<file path="src/hdl/tap_delay_pkg.sv">
// Shared constants, field layout and types for the tap delay line.
// Assumes a single 50 MHz clock and a plain register port.
package tap_delay_pkg;

    // -------------------------------------------------------------
    // Tap geometry
    // -------------------------------------------------------------
    localparam int TAP_W = 6;
    localparam int TAP_COUNT = 64;
    typedef logic [TAP_W-1:0] tap_t;
    localparam tap_t TAP_ZERO = 6'h00;
    localparam tap_t TAP_LAST = 6'h3f;
    localparam tap_t TAP_ONE = 6'h01;
    // Tap used by the zero-hold default mode; arbitrary plain value
    localparam tap_t DEFAULT_HOLD_TAPS = 6'h08;

    // -------------------------------------------------------------
    // Modes
    // -------------------------------------------------------------
    typedef enum logic [1:0] {SRC_PAD, SRC_OUT, SRC_BIDIR, SRC_FABRIC} delay_src_t;
    typedef enum logic [1:0] {KIND_DEFAULT, KIND_FIXED, KIND_VARIABLE, KIND_SPARE} in_kind_t;

    // -------------------------------------------------------------
    // Register port
    // -------------------------------------------------------------
    localparam int ADDR_W = 8;
    localparam int DATA_W = 32;
    typedef logic [ADDR_W-1:0] addr_t;
    typedef logic [DATA_W-1:0] data_t;
    localparam addr_t CFG_ADDR = 8'h00;
    localparam addr_t STAT_ADDR = 8'h04;
    localparam int CFG_W = 16;
    localparam logic [CFG_W-1:0] CFG_RESET = 16'h0000;
    localparam int CFG_SRC_LSB = 0;
    localparam int CFG_KIND_LSB = 2;
    localparam int CFG_IPRE_LSB = 4;
    localparam int CFG_OPRE_LSB = 10;
    localparam int STAT_ITAP_LSB = 0;
    localparam int STAT_OTAP_LSB = 6;
    localparam int STAT_DIR_BIT = 12;
    localparam int STAT_CAL_BIT = 13;
    localparam int STAT_ADJ_BIT = 14;
    localparam data_t DATA_ZERO = 32'h0000_0000;

    // Wrapping single-tap step
    function automatic tap_t tap_step(input tap_t t, input logic up);
        return up ? tap_t'(t + TAP_ONE) : tap_t'(t - TAP_ONE);
    endfunction

endpackage

</file>
<file path="src/hdl/tap_delay_line.sv">
// Top of the per-pin programmable tap delay line.
// Assumes fabric drives step_en, up_dn and mod_rst synchronous to clock.
//
// Notes on behaviour
// - Sixty-four tap positions; position wraps instead of saturating.
// - Delays the input path, the output path, or both of one pin.
// - Zero-hold default input mode uses a built-in tap, no calibration.
// - Fixed input mode loads the input preset at configuration and holds it.
// - Variable input mode lets step_en and up_dn move the tap later.
// - Output delay is fixed only, taken from the output preset.
// - Bidirectional configuration alternates delay between input and output paths.
// - Bidirectional fixed/fixed presets both taps; neither changes afterwards.
// - Bidirectional variable/fixed adjusts only the input tap.
// - Bidirectional source is pad_in when tri_ctrl high, out_path_in when low.
// - Fabric source allows fixed and variable only, never zero-hold default.
// - delayed_out carries exactly one of the three data inputs.
// - Module reset returns the tap positions to their presets; in zero-hold default the input tap returns to the built-in tap.
// - The clock times the tap adjustment controls in variable mode.
// - Every delay data, control and clock pin is one bit wide; the register port addr, wdata and rdata are wider.
// - step_en gates adjustment; up_dn picks the direction; fabric drives both.
// - Step up from 63 gives 0; step down from 0 gives 63.
// - While step_en is high in variable mode the input tap moves one per clock.
// - Module reset is active high, synchronous, and beats step_en and up_dn.
// - An unset preset means zero taps.
//
// Strobed register access and the register addresses were decided locally.
`timescale 1ns/100ps
module tap_delay_line
    import tap_delay_pkg::*;
(
    input wire logic clock, // System clock, 50 MHz
    input wire logic rst_n, // Synchronous reset, active low
    input wire tap_delay_pkg::addr_t addr, // Register address
    input wire tap_delay_pkg::data_t wdata, // Register write data
    input wire logic wr_en, // Register write strobe
    input wire logic rd_en, // Register read strobe
    output tap_delay_pkg::data_t rdata, // Read data, cycle after rd_en
    input wire logic pad_in, // Data from the pad
    input wire logic out_path_in, // Data from the output logic
    input wire logic fabric_in, // Data from fabric logic
    input wire logic tri_ctrl, // Direction, high selects the input path
    input wire logic step_en, // Enable one tap move per clock
    input wire logic up_dn, // High steps up, low steps down
    input wire logic mod_rst, // Module reset, active high
    output logic delayed_out, // Delayed data
    output logic calib_required // Calibration controller needed
);

    // -------------------------------------------------------------
    // Configuration register
    // -------------------------------------------------------------
    logic [CFG_W-1:0] cfg;
    logic cfg_loaded;
    wire cfg_hit = wr_en && (addr == CFG_ADDR);
    wire stat_hit = addr == STAT_ADDR;

    always_ff @(posedge clock) begin
        if (!rst_n) begin
            cfg <= CFG_RESET;
            cfg_loaded <= 1'b0;
        end else begin
            if (cfg_hit) begin
                cfg <= wdata[CFG_W-1:0];
            end
            cfg_loaded <= cfg_hit;
        end
    end

    // -------------------------------------------------------------
    // Mode decode
    // -------------------------------------------------------------
    delay_src_t src_mode;
    in_kind_t kind_raw;
    in_kind_t kind_eff;
    tap_t in_preset;
    tap_t out_preset;
    tap_t in_load_value;
    logic fabric_sel;
    logic out_only;
    logic bidir;

    assign src_mode = delay_src_t'(cfg[CFG_SRC_LSB +: 2]);
    assign kind_raw = in_kind_t'(cfg[CFG_KIND_LSB +: 2]);
    assign in_preset = cfg[CFG_IPRE_LSB +: TAP_W];
    assign out_preset = cfg[CFG_OPRE_LSB +: TAP_W];
    assign fabric_sel = src_mode == SRC_FABRIC;
    assign out_only = src_mode == SRC_OUT;
    assign bidir = src_mode == SRC_BIDIR;

    // Zero-hold default only exists on the pad-only path; elsewhere it falls back to fixed
    assign kind_eff = (kind_raw == KIND_SPARE) ? KIND_FIXED
                    : (kind_raw == KIND_DEFAULT && src_mode != SRC_PAD) ? KIND_FIXED
                    : kind_raw;

    // Default mode uses the built-in hold tap instead of the preset
    assign in_load_value = (kind_eff == KIND_DEFAULT) ? DEFAULT_HOLD_TAPS : in_preset;

    // Calibration only unneeded in zero-hold default mode
    assign calib_required = kind_eff != KIND_DEFAULT;

    // -------------------------------------------------------------
    // Tap position counters
    // -------------------------------------------------------------
    logic tap_load;
    logic var_en;
    logic in_step;
    tap_t in_tap;
    tap_t out_tap;

    // Reset, module reset and a fresh configuration all reload the presets
    assign tap_load = !rst_n || mod_rst || cfg_loaded;
    // Only the input path of a variable mode may move; the output tap never does
    assign var_en = (kind_eff == KIND_VARIABLE) && !out_only;
    assign in_step = var_en && step_en;

    tap_counter in_counter (
        .clock(clock),
        .load(tap_load),
        .preset(in_load_value),
        .step(in_step),
        .up(up_dn),
        .tap(in_tap)
    );

    tap_counter out_counter (
        .clock(clock),
        .load(tap_load),
        .preset(out_preset),
        .step(1'b0),
        .up(1'b0),
        .tap(out_tap)
    );

    // -------------------------------------------------------------
    // Source and tap selection
    // -------------------------------------------------------------
    logic use_in_path;
    logic sel_src;
    tap_t active_tap;

    // Bidirectional mode follows the direction pin every cycle
    assign use_in_path = !out_only && !(bidir && !tri_ctrl);
    assign active_tap = use_in_path ? in_tap : out_tap;

    always_comb begin
        case (src_mode)
            SRC_PAD: sel_src = pad_in;
            SRC_OUT: sel_src = out_path_in;
            SRC_BIDIR: sel_src = tri_ctrl ? pad_in : out_path_in;
            SRC_FABRIC: sel_src = fabric_in;
            default: sel_src = pad_in;
        endcase
    end

    delay_chain chain (
        .clock(clock),
        .rst_n(rst_n),
        .src(sel_src),
        .tap(active_tap),
        .delayed_out(delayed_out)
    );

    // -------------------------------------------------------------
    // Register read
    // -------------------------------------------------------------
    data_t stat_word;
    data_t cfg_word;
    data_t read_word;

    always_comb begin
        stat_word = DATA_ZERO;
        stat_word[STAT_ITAP_LSB +: TAP_W] = in_tap;
        stat_word[STAT_OTAP_LSB +: TAP_W] = out_tap;
        stat_word[STAT_DIR_BIT] = use_in_path;
        stat_word[STAT_CAL_BIT] = calib_required;
        stat_word[STAT_ADJ_BIT] = var_en;
    end

    assign cfg_word = {{(DATA_W-CFG_W){1'b0}}, cfg};
    assign read_word = (addr == CFG_ADDR) ? cfg_word : (stat_hit ? stat_word : DATA_ZERO);

    always_ff @(posedge clock) begin
        if (!rst_n) begin
            rdata <= DATA_ZERO;
        end else if (rd_en) begin
            rdata <= read_word;
        end else begin
            rdata <= DATA_ZERO;
        end
    end

    logic past_valid;
    always_ff @(posedge clock) begin
        if (!rst_n) begin
            past_valid <= 1'b0;
        end else begin
            past_valid <= 1'b1;
        end
    end
endmodule

</file>
<file path="src/hdl/tap_counter.sv">
// Six-bit modulo tap position counter.
// Assumes load has priority over step and covers every reset source.
`timescale 1ns/100ps
module tap_counter
    import tap_delay_pkg::*;
(
    input wire logic clock, // System clock
    input wire logic load, // Load preset this edge
    input wire tap_delay_pkg::tap_t preset, // Value taken on load
    input wire logic step, // Move one tap
    input wire logic up, // Direction of the move
    output tap_delay_pkg::tap_t tap // Current position
);

    tap_t next_tap;

    assign next_tap = load ? preset : (step ? tap_step(tap, up) : tap);

    always_ff @(posedge clock) begin
        tap <= next_tap;
    end

endmodule

</file>
<file path="src/hdl/delay_chain.sv">
// Clocked model of the 64-position delay chain.
// Assumes one tap equals one clock; tap n gives n+1 cycles of latency.
`timescale 1ns/100ps
module delay_chain
    import tap_delay_pkg::*;
(
    input wire logic clock, // System clock
    input wire logic rst_n, // Synchronous reset, active low
    input wire logic src, // Selected data source
    input wire tap_delay_pkg::tap_t tap, // Active tap position
    output logic delayed_out // Delayed data
);

    logic [TAP_COUNT-2:0] stage;
    tap_t tap_less;
    logic next_out;

    assign tap_less = tap_t'(tap - TAP_ONE);
    assign next_out = (tap == TAP_ZERO) ? src : stage[tap_less];

    always_ff @(posedge clock) begin
        if (!rst_n) begin
            stage <= '0;
            delayed_out <= 1'b0;
        end else begin
            stage <= {stage[TAP_COUNT-3:0], src};
            delayed_out <= next_out;
        end
    end

endmodule

</file>
<file path="config.mk">
export PLATFORM = sky130hd
export DESIGN_NAME = tap_delay_line
export DESIGN_NICKNAME = d
export VERILOG_FILES = /design/src/hdl/tap_delay_pkg.sv /design/src/hdl/tap_delay_line.sv /design/src/hdl/tap_counter.sv /design/src/hdl/delay_chain.sv
export SDC_FILE = /design/constraint.sdc
export NUM_CORES = 1
export LEC_CHECK = 0
export BUFFER_PORTS_ARGS = -buffer_cell sky130_fd_sc_hd__buf_2
export CORE_ASPECT_RATIO = 1.25
export CORE_UTILIZATION = 54
export CTS_CLUSTER_SIZE = 10
export DETAILED_ROUTE_END_ITERATION = 10
export PLACE_DENSITY = 0.84
export SLEW_MARGIN = 10
export SYNTH_ARGS = -nofsm -noshare
export SYNTH_HDL_FRONTEND = slang
export SYNTH_SLANG_ARGS = --single-unit
</file>
<file path="constraint.sdc">
create_clock -name clock -period 4.79 [get_ports clock]
set_input_delay 0.958 -clock clock [delete_from_list [all_inputs] [get_ports clock]]
set_output_delay 0.958 -clock clock [all_outputs]
set_load 0.02 [all_outputs]
</file>
Yosys cells after proc, flatten, opt, wreduce, memory -nomap -nowiden
Index checks and enable logic that the tools add are counted.
- bits in registers: 125
- latch bits: 0
- RAM bits: 0
- ROM bits: 0
- output and inout port bits: 34
- logic and storage cells: 56
- memories kept: 0
- add/sub/neg operators: 3
- $mul: 0
- div/mod/pow operators: 0
- order comparisons: 1
- eq/ne operators: 6
- shift-type cells: 0
- mux-type cells: 14
- bitwise gates (word level): 2
- reductions and logical operators: 22
- operator list (kind ; number):
    two-way mux 6 bit ; 5
    two-way mux 16 bit ; 1
    two-way mux 15 bit ; 1
    subtractor 6 x 1 -> 6 bit, second input constant ; 2
    == test 2 bit, second input constant ; 4
    == test 8 x 3 -> 1 bit, second input constant ; 1
    zero test 8 bit ; 1
    less-than comparator 6 x 7 -> 1 bit, second input constant ; 1
    adder 6 x 1 -> 6 bit, second input constant ; 1
    binary-select mux 1 bit (select 6 bit) ; 1
    logical AND 1 bit ; 6
    zero test 2 bit ; 3
    zero test 6 bit ; 1
    nonzero test 2 bit ; 3
    zero test 1 bit ; 4
    two-way mux 2 bit ; 2
    one-hot mux 1 bit (4 select lines) ; 1
    two-way mux 1 bit ; 3
    OR reduction 3 bit ; 1
    == test 2 x 1 -> 1 bit, second input constant ; 1
    logical OR 1 bit ; 2
    NOT 1 bit ; 2
    AND reduction 2 bit ; 1

Logic depth before layout (Yosys ltp)
Gate-level depths: netlist of the first run.
- depth in word-level cells: 9
- mapped depth: 13
- gate-level depth less buffers: 10

Cells and area by module
Synthesis of the first run repeated with hierarchy kept, for this count alone.
- cells, all modules: 457
- area total of the unflattened synthesis: 4983.5 um2
- by module, submodules not included (module ; instances ; cells an instance ; area each (um2) ; seq. area each (um2)):
    delay_chain ; 1 ; 204 ; 2532.4 ; 1281.2
    tap_delay_line ; 1 ; 173 ; 1597.8 ; 660.6
    tap_counter ; 2 ; 40 ; 426.7 ; 180.2

Worst setup path after synthesis of the first run
Ideal clock, no wire load.
- path kind: in2reg
- start point: input tri_ctrl
- end point: register chain.delayed_out
- arrival time: 3.617 ns
- data required time: 4.670 ns
- path slack: 1.053 ns
- cell stages on the path: 11
- path buffers: 2
- path through: nand2b_1 -> o21bai_1 -> mux2i_1 -> ha_1 -> buf_4 -> buf_1 -> mux4_2 -> mux2i_1 -> a21oi_1 -> o2111a_1 -> a211o_1
- longest elaborated chain between the ends: 9
- elaborated cells between the ends (all ways): 12
- ends and longest elaborated chain (what ; RTL line ; source):
    start, declared ; tap_delay_line.sv:41 ; input wire logic tri_ctrl,
    zero test 1 bit ; tap_delay_line.sv:142 ; assign use_in_path = !out_only && !(bidir && !tri_ctrl);
    logical AND 1 bit ; tap_delay_line.sv:142 ;
    zero test 1 bit ; tap_delay_line.sv:142 ;
    logical AND 1 bit ; tap_delay_line.sv:142 ;
    two-way mux 6 bit ; tap_delay_line.sv:143 ; assign active_tap = use_in_path ? in_tap : out_tap;
    subtractor 6 x 1 -> 6 bit ; delay_chain.sv:18 ; assign tap_less = tap_t'(tap - TAP_ONE);
    binary-select mux 1 bit (select 6 bit) ; delay_chain.sv:19 ; assign next_out = (tap == TAP_ZERO) ? src : stage[tap_less];
    two-way mux 1 bit (implied by the code) ; delay_chain.sv:19 ;
    two-way mux 1 bit (*) ; delay_chain.sv:19 ;
    end signal, assigned ; delay_chain.sv:27 ; delayed_out <= next_out;
    end, declared ; delay_chain.sv:11 ; output logic delayed_out
Every way passes the cells marked *; elsewhere a longest branch is shown, timed or not. The select of a mux whose other input is x is not followed.
A chain may end at the register's enable or synchronous reset.

Final worst setup path of the first run
Same ends and word-level chain as after synthesis.

==> flow_metrics.tcl, run 1 <==
set metrics [dict create \
    slew_headroom_pct 26.83 \
    rows 37 \
    worst-r2r-cell-count 10 \
    cp-startpoint "tri_ctrl" \
    crit_slowest_cell "a221o_4" \
    path_clk_slew_ps 100 \
    die_height_um 105.0 \
    period_needed_ps 3628 \
    avgViaCountPerCell 5.328 \
    synthToLayoutAreaGrowth_pct 9.180 \
    synth-seq-cells 109 \
    dr_total_vias 2941 \
    setup_slack_ps 1162 \
    wl_mm 8.249 \
    num_io_pins 85 \
    drc 5 \
    drive_gt1_share_pct 22.42 \
    synth_top_area_cell "dfxtp_1" \
    clk_latency_ps 380 \
    syn_area_per_cell_um2 11.34 \
    drtPass1Iterations 7 \
    leakage_nw 2.244 \
    wl_per_cell_um 14.94 \
    min_path_cells 1 \
    die_w_um 84.37 \
    grt_overflow 0 \
    async_flop_share_pct 0 \
    route.top_layer_used "met4" \
    grtUsageTotal_pct 20.23 \
    holdBufCountCts 0 \
    hp-class "reg2reg" \
    slowest_delay_ps 470 \
    fillerInstances 685 \
    worstReg2RegStart "cfg[1]" \
    ys_warn_count 0 \
    clock-sinks 109 \
    cp_num_buf_inv 2 \
    critPathLaunchType "primary input" \
    antenna_found_initial 0 \
    synth.top_cell.area_share_pct 42.40 \
    synthTopCellsByArea "dfxtp_1 (42%), mux2i_1 (9.0%), and2_1 (8.5%)" \
    met2_length_mm 4.161 \
    cts-root-buf "clkbuf_8" \
    maxSlewViolCount 0 \
    initial_utilization_pct 55.57 \
    power_density_mw_per_mm2 337.7 \
    cp-end-kind "flop" \
    worstPathMaxFanout 12 \
    synthCells 404 \
    grt_setup_unrepaired "no" \
    synth_ff_type "dfxtp_1" \
    rrSetupSlack_ps 1280 \
    place.gp.congestion 0.9223 \
    pre_cts_ws_ps 806.4 \
    vdd_drop_max_v 0.0002580 \
    setup_violations 0 \
    cts_tree "yes" \
    outcome "complete, but fails checks" \
    path_class "in2reg" \
    cap_violations 0 \
    grt_pass1_vias 2945 \
    crit_cells 11 \
    drtAntennaViolNets 0 \
    worstPathRequired_ps 5060 \
    place_hpwl_mm 5.872 \
    ys_seq_area_share_pct 50.27 \
    cts_buffers 9 \
    io_buffers 52 \
    skew_ps 13.20 \
    cts_resized 0 \
    h-tree-depth 3 \
    post-cts-setup-buffers 0 \
    arrival_ps 3900 \
    nets 507 \
    grt_max_degree 66 \
    synth_edf_count 12 \
    violations "DRC" \
    seqCellArea_mm2 0.002302 \
    dr_wl_met3_um 256 \
    ys_types 54 \
    multi_input_area_mm2 0.002056 \
    hold_viol 0 \
    setup-tns-final_ps 0 \
    clock_path_buffers 2 \
    met1_length_mm 3.585 \
    drt_iter0_drc 170 \
    num_antenna_cells 0 \
    crit_family "compound AO/OA/AOI/OAI gates" \
    crit_chain "buf_2 > nand2b_1 > a221o_4 > inv_2 > ha_1 > mux4_2 > and3_1 > a211oi_2 > a21oi_1 > o2111a_1 > a211o_1" \
    max_freq_mhz 275.6 \
    worstMarginPinSlew_ps 1094 \
    die_area_mm2 0.008855 \
    synth_area_mm2 0.004579 \
    finalCritPeriodShare_pct 75.74 \
    coreArea_mm2 0.008240 \
    hp-start "chain.stage[2]" \
    grt_pass1_wl_mm 13.83 \
]
## final timing paths
check | end
worst max-delay path | chain.delayed_out
worst min register to register | chain.stage[3]
worst min-delay path | chain.stage[3]
worst max register to register | chain.delayed_out
## cell usage after synthesis (all sizes together) (2+ instances only)
library cell / n
edfxtp: 12
o21bai: 3
mux2: 5
a22o: 2
a21oi: 9
mux2i: 42
xnor2: 6
a211oi: 3
nor3: 5
clkbuf: 12
and2: 62
buf: 25
nor2: 41
nand3b: 2
ha: 5
nor3b: 2
nor4: 4
nand2: 14
dfxtp: 97
xor2: 4
a221o: 2
nand2b: 2
mux4: 14
inv: 7
o21ai: 6
nand3: 2
nand4: 3
## worst reg2reg max path, stage by stage (launching register included)
cell      delay (ps)
dfxtp_1          510
mux2_4           340
a221o_4          410
inv_2            250
ha_1             470
mux4_2           390
and3_1           200
a211oi_2         200
a21oi_1           90
o2111a_1         270
a211o_1          290
## power by group
group / total, mW / internal [mW] / leakage [nW] / switching (mW)
Combinational: 0.184 / 0.0782 / 1.23 / 0.106
Clock: 0.558 / 0.244 / 0.0976 / 0.314
Sequential: 0.947 / 0.934 / 0.912 / 0.0132
## layer usage
metal | vias up | track usage (%)
met3 | 17 | 4.976
met5 | - | 0
li1 | 1444 | -
met1 | 1420 | 24.32
met4 | 0 | 10.65
met2 | 60 | 33.49
## through the flow
step	std cells	instance area [um^2]	hold WS (ps)	total power [mW]	utilization, %
floorplan	419	4636	421.9	1.119	-
global placement	536	4803	433.3	1.147	58.29
detailed placement	536	4803	442.6	1.150	58.29
CTS	552	5000	460.1	1.695	60.67
global route	552	5000	482.1	1.756	60.67
finish	552	5000	466.2	1.689	60.67
## state kept, by name, indices dropped and copies added (netlist names)
| register | count |
|---|---|
| rdata | 16 |
| cfg | 16 |
| out_counter.tap | 6 |
| chain.delayed_out | 1 |
| in_counter.tap | 6 |
| chain.stage | 63 |
| cfg_loaded | 1 |
## logic make-up (layout without fill, tap and decap cells)
logic type      count (synthesis)  count (layout)  synth area share [%]
other cells                     1              16               0.08189
compound gates                 29              29                 4.754
mux                            61              61                 17.81
fa+ha+maj                       6               6                 1.803
buf+inv                        44              80                 6.065
flops                         109             109                 50.27
simple gates                  144             144                 17.29
xor+xnor                       10              10                 1.912
## cells in the final DEF (no fill, tap or decap), types with 6 or more instances in the layout
| cell type | n |
|---|---|
| dfxtp_1 | 97 |
| and2_1 | 62 |
| buf_2 | 52 |
| nor2_1 | 41 |
| mux2i_1 | 41 |
| conb_1 | 16 |
| nand2_1 | 13 |
| mux4_2 | 12 |
| edfxtp_1 | 12 |
| a21oi_1 | 9 |
| clkbuf_8 | 9 |
| inv_1 | 6 |
| xnor2_1 | 6 |
## layout make-up
cell class	count	area share, %
clock inverters	7	1.451
flip-flops and latches	109	46.05
multi-input cells	266	41.12
inverters	7	0.5255
repair buffers	57	5.956
clock buffers	9	2.477
well taps	97	2.427
No activity file was read; power rests on OpenSTA's default activity.
==> inputs of run 2 (changes only) <==
CORE_UTILIZATION = 50   (was 54)
PLACE_DENSITY = 0.82   (was 0.84)
clock period = 3 ns   (was 4.79 ns; I/O delays follow)
==> run 2 against run 1 <==
- the flow now finishes without violations
- first-iteration DRC count shrank 15%
- clock-buffer cell count grew 2
- clock skew shrank 4.2 ps
- power grew 67%
- sequential cell count is the same
- combinational power grew 93%
- final cell count grew 8.2%
- critical path type is now reg2reg
- largest power group unchanged
- highest routed layer unchanged
==> flow_metrics.tcl, run 2 (synthesis results as in run 1) <==
set metrics [dict create \
    outcome "finished, final reports clean" \
    grtUsageTotal_pct 20.43 \
    coreArea_mm2 0.008796 \
    place_hpwl_mm 6.247 \
    hp-start "wdata[13]" \
    num_io_pins 85 \
    drive_gt1_share_pct 27.25 \
    wl_mm 8.723 \
    grt_pass1_vias 3164 \
    setup_slack_ps 150.2 \
    drt_iter0_drc 145 \
    drtAntennaViolNets 0 \
    grt_overflow 0 \
    path_clk_slew_ps 100 \
    die_height_um 109 \
    avgViaCountPerCell 5.101 \
    clock_path_buffers 2 \
    post-cts-setup-buffers 0 \
    nets 529 \
    pre_cts_ws_ps -71.31 \
    slew_headroom_pct 34.57 \
    grt_pass1_wl_mm 14.70 \
    cap_violations 0 \
    path_class "reg2reg" \
    cp-end-kind "flop" \
    setup_violations 0 \
    skew_ps 8.953 \
    initial_utilization_pct 52.06 \
    cts-root-buf "clkbuf_8" \
    cts_tree "yes" \
    num_antenna_cells 0 \
    drtPass1Iterations 6 \
    cts_buffers 9 \
    power_frac_seq_pct 53.8 \
    worstMarginPinSlew_ps 972.5 \
    crit_slowest_cell "edfxtp_1" \
    maxSlewViolCount 0 \
    largest-register "chain.stage" \
    place.gp.congestion 0.8184 \
    h-tree-depth 3 \
    final_common_cell "dfxtp_1" \
    hold_ws_ps 445.8 \
    dp.cells 581 \
    rrSetupSlack_ps 150 \
    largest_register_ffs 63 \
    worstHoldEndpoint "cfg[13]" \
    hold_viol 0 \
    period_needed_ps 2850 \
    slowest_delay_ps 450 \
    grt_max_degree 65 \
    stdcell_area_mm2 0.005303 \
    switching_share_pct 24.93 \
    power_density_mw_per_mm2 530.3 \
    io_buffers 52 \
    wl_per_cell_um 14.61 \
    arrival_ps 3120 \
    dr_total_vias 3045 \
    grt_setup_unrepaired "no" \
    final_cell_mix "dfxtp_1 (97), and2_1 (62), buf_2 (52), nor2_1 (41), mux2i_1 (40)" \
    p_clk_share_pct 33.6 \
    detailed_place.area_mm2 0.005077 \
    p_sw_uw 700.9 \
    critPathLaunchType "flop" \
    worstPathRequired_ps 3270 \
    finalCritPeriodShare_pct 94.99 \
    rows 38 \
    r2r-end "chain.delayed_out" \
    synthToLayoutAreaGrowth_pct 15.79 \
    final_cells 597 \
    max_freq_mhz 350.9 \
    crit_chain "mux2_4 > a221o_4 > inv_4 > ha_4 > mux4_2 > and3_4 > a211oi_2 > a21oi_1 > o2111a_1 > a211o_1" \
    die_area_mm2 0.009548 \
    worst-r2r-cell-count 10 \
    hp-class "in2reg" \
    clk_latency_ps 380 \
    reg_top3 "chain.stage (63), cfg (16), rdata (16)" \
    vdd_drop_max_v 0.0003611 \
    comb_power_share_pct 12.6 \
    min_path_cells 3 \
    worstReg2RegStart "out_counter.tap[0]" \
    clock-sinks 109 \
    power.internal_mw 2.111 \
    drc 0 \
    leakage_nw 2.385 \
    die_w_um 87.60 \
    worstPathMaxFanout 9 \
    antenna_found_initial 0 \
]
## run 2: area by class of cell
cell class,instances,area (um^2)
clock buffer,11,152.6
clock inverter,5,66.31
fill,713,3493
inverter,7,28.78
multi-input combinational,266,2102
sequential,109,2302
tap,120,150.1
timing repair buffer,79,500.5
## run 2: how the worst max path moves through the flow
stage | slack, ps | endpoint | from | cells after the start
4_1_cts | 120 | chain.delayed_out | cfg[1] | 10
3_5_place_dp | -70 | chain.delayed_out | tri_ctrl | 10
6_report | 150 | chain.delayed_out | out_counter.tap[0] | 10
2_1_floorplan | 30 | chain.delayed_out | tri_ctrl | 12
5_1_grt | 30 | chain.delayed_out | cfg[1] | 11
3_3_place_gp | -40 | chain.delayed_out | tri_ctrl | 10
## run 2: critical path, delay by kind of cell (launching register included)
kind	cells	cell delay, ps
compound gates	5	1100
mux	2	590
flops	1	450
fa+ha+maj	1	270
simple gates	1	180
buf+inv	1	160
## run 2: power by group through the flow
stage | Combinational, mW | Clock [mW] | Sequential (mW)
after floorplan | 0.259 | 0 | 1.54
after global placement | 0.345 | 0 | 1.54
after detailed placement | 0.354 | 0 | 1.55
after CTS | 0.356 | 0.964 | 1.51
after global routing | 0.387 | 1.02 | 1.52
final | 0.355 | 0.943 | 1.51
## run 2: repair_timing
item / CTS / global route
setup endpoints to repair: 0 / 1
hold buffers: 0 / 0
resized for setup: 0 / 1
## run 2: metal layers
layer / track usage (%) / up-vias / part of all wire, %
met5: 0 / - / 0
met4: 8.197 / 0 / 2.3
met3: 5.602 / 16 / 4.4
met2: 35.49 / 74 / 51
met1: 23.70 / 1466 / 42
li1: - / 1489 / -
## run 2: metrics by stage
stage	util, %	setup TNS (ps)	power [mW]
final	60.28	0	2.812
after global routing	60.28	0	2.922
after CTS	60.21	0	2.833
after detailed placement	57.72	-71.31	1.900
after global placement	57.72	-39.75	1.890
after floorplan	-	0	1.801
==> inputs of run 3 (changes only) <==
CORE_UTILIZATION = 54   (was 50)
PLACE_DENSITY = 0.84   (was 0.82)
clock period = 3.1 ns   (was 3 ns; I/O delays follow)
==> run 3 against run 2 <==
- largest power group unchanged
- utilization grew 2.4 points
- power decreased by 4.4%
- clock power is 4.0% lower
- final cell count decreased by 5.5%
- critical endpoint unchanged
- hold slack better by 19 ps
- register-to-register slack got worse by 20 ps
- clock skew is 2.3 ps higher
- global-route usage fell by 0.17 points
- worst setup slack worse by 17 ps
==> flow_metrics.tcl, run 3 (synthesis results as in run 1) <==
set metrics [dict create \
    drc 0 \
    die_area_mm2 0.008855 \
    path_clk_slew_ps 110 \
    worstMarginPinSlew_ps 705.5 \
    grt_setup_unrepaired "no" \
    detailed_place.area_mm2 0.004949 \
    cp-end-kind "flop" \
    cts-root-buf "clkbuf_8" \
    coreArea_mm2 0.008240 \
    grt_pass1_vias 2935 \
    grtUsageTotal_pct 20.27 \
    drive_gt1_share_pct 25.70 \
    finalCritPeriodShare_pct 95.71 \
    reg_top3 "chain.stage (63), cfg (16), rdata (16)" \
    grt_overflow 0 \
    critPathLaunchType "flop" \
    path_class "reg2reg" \
    setup-tns-final_ps 0 \
    nets 519 \
    min_path_cells 1 \
    rrSetupSlack_ps 130 \
    crit_top_cell "buf_4" \
    crit_chain "buf_4 > nand2b_4 > a221o_4 > inv_4 > ha_4 > buf_4 > mux4_2 > mux2i_1 > a21oi_1 > o2111a_1 > a211o_1" \
    grt_pass1_wl_mm 13.97 \
    cts_buffers 9 \
    multi_input_area_mm2 0.002096 \
    slew_headroom_pct 52.60 \
    r2r-end "chain.delayed_out" \
    final_util_pct 62.68 \
    leakage_nw 2.332 \
    rows 37 \
    initial_utilization_pct 55.57 \
    cts_resized 0 \
    die_w_um 84.37 \
    maxSlewViolCount 0 \
    num_io_pins 85 \
    post-cts-setup-buffers 0 \
    arrival_ps 3230 \
    grt_max_degree 39 \
    power_density_mw_per_mm2 520.3 \
    worstHoldEndpoint "chain.stage[1]" \
    crit_slowest_cell "dfxtp_1" \
    wl_mm 8.568 \
    max_freq_mhz 337.0 \
    worstPathMaxFanout 7 \
    holdBufCountCts 0 \
    hold_viol 0 \
    hp-start "chain.stage[0]" \
    drtPass1Iterations 7 \
    stdcell_area_mm2 0.005165 \
    place.gp.congestion 0.8844 \
    die_height_um 105.0 \
    dr_total_vias 3000 \
    vdd_drop_max_v 0.0003171 \
    skew_ps 11.29 \
    clock_path_buffers 2 \
    num_antenna_cells 0 \
    clock-sinks 109 \
    clk_latency_ps 370 \
    cts_tree "yes" \
    synthToLayoutAreaGrowth_pct 12.79 \
    wl_per_cell_um 15.19 \
    final_common_cell "dfxtp_1" \
    drtAntennaViolNets 0 \
    largest_register_ffs 63 \
    fillerInstances 640 \
    antenna_found_initial 0 \
    avgViaCountPerCell 5.319 \
    final_cell_mix "dfxtp_1 (97), and2_1 (62), buf_2 (52), nor2_1 (41), mux2i_1 (40)" \
    worst-r2r-cell-count 11 \
    place_hpwl_mm 6.319 \
    h-tree-depth 3 \
    cap_violations 0 \
    worstReg2RegStart "cfg[1]" \
    hold_ws_ps 464.4 \
    slowest_delay_ps 500 \
    worstPathRequired_ps 3370 \
    largest-register "chain.stage" \
    io_buffers 52 \
    hp-class "reg2reg" \
    outcome "finished, final reports clean" \
    period_needed_ps 2967 \
    drt_iter0_drc 123 \
    setup_violations 0 \
    seqCellArea_mm2 0.002302 \
]
==> run 3: cell types whose count changed in the layout (fill, tap and decap cells not counted), sizes merged <==
cell / before / now
clkbuf: 11 / 9
clkinv: 2 / 3
inv: 8 / 10
buf: 79 / 69
clkinvlp: 1 / 0
==> run 3: power by group <==
part	switching [mW]	total (mW)	internal, mW
Sequential	0.0213	1.46	1.44
Combinational	0.171	0.318	0.146
Clock	0.511	0.905	0.395
Total	0.703	2.69	1.98
==> run 3: worst max-delay path, delay by kind of cell (launching register included) <==
kind,cells,cell delay (ps)
adders and majority gates,1,240
AOI/OAI and AO/OA,4,1070
DFF,1,500
buffers and inverters,3,480
and+or+nand+nor,1,70
muxes,2,480
==> run 3: worst max-delay path by stage <==
stage                  start           endpoint  slack [ps]  cells after the start
floorplan           tri_ctrl  chain.delayed_out           6                     12
global placement    tri_ctrl  chain.delayed_out          30                     11
detailed placement  tri_ctrl  chain.delayed_out           8                     11
CTS                   cfg[1]  chain.delayed_out         130                     11
global route          cfg[1]  chain.delayed_out          20                     11
finish                cfg[1]  chain.delayed_out         130                     11
==> run 3: cell type report <==
cell class | count | share of cell area [%]
clock inverters | 7 | 1.793
flip-flops and latches | 109 | 44.57
repair buffers | 69 | 7.752
well taps | 97 | 2.350
multi-input cells | 266 | 40.58
inverters | 7 | 0.5572
clock buffers | 9 | 2.398
==> run 3: routing by layer <==
metal	GRT usage [%]	wire length, um
met1	23.23	3597
met3	4.423	261
met5	0	0
met4	8.111	195
met2	36.48	4513
==> run 3: stage by stage <==
stage / power, mW / setup slack (ps) / std cells
CTS: 2.702 / 128.6 / 564
floorplan: 1.738 / 6.023 / 419
finish: 2.688 / 133.0 / 564
detailed placement: 1.812 / 7.721 / 548
global placement: 1.803 / 33.89 / 548
global route: 2.790 / 22.20 / 564
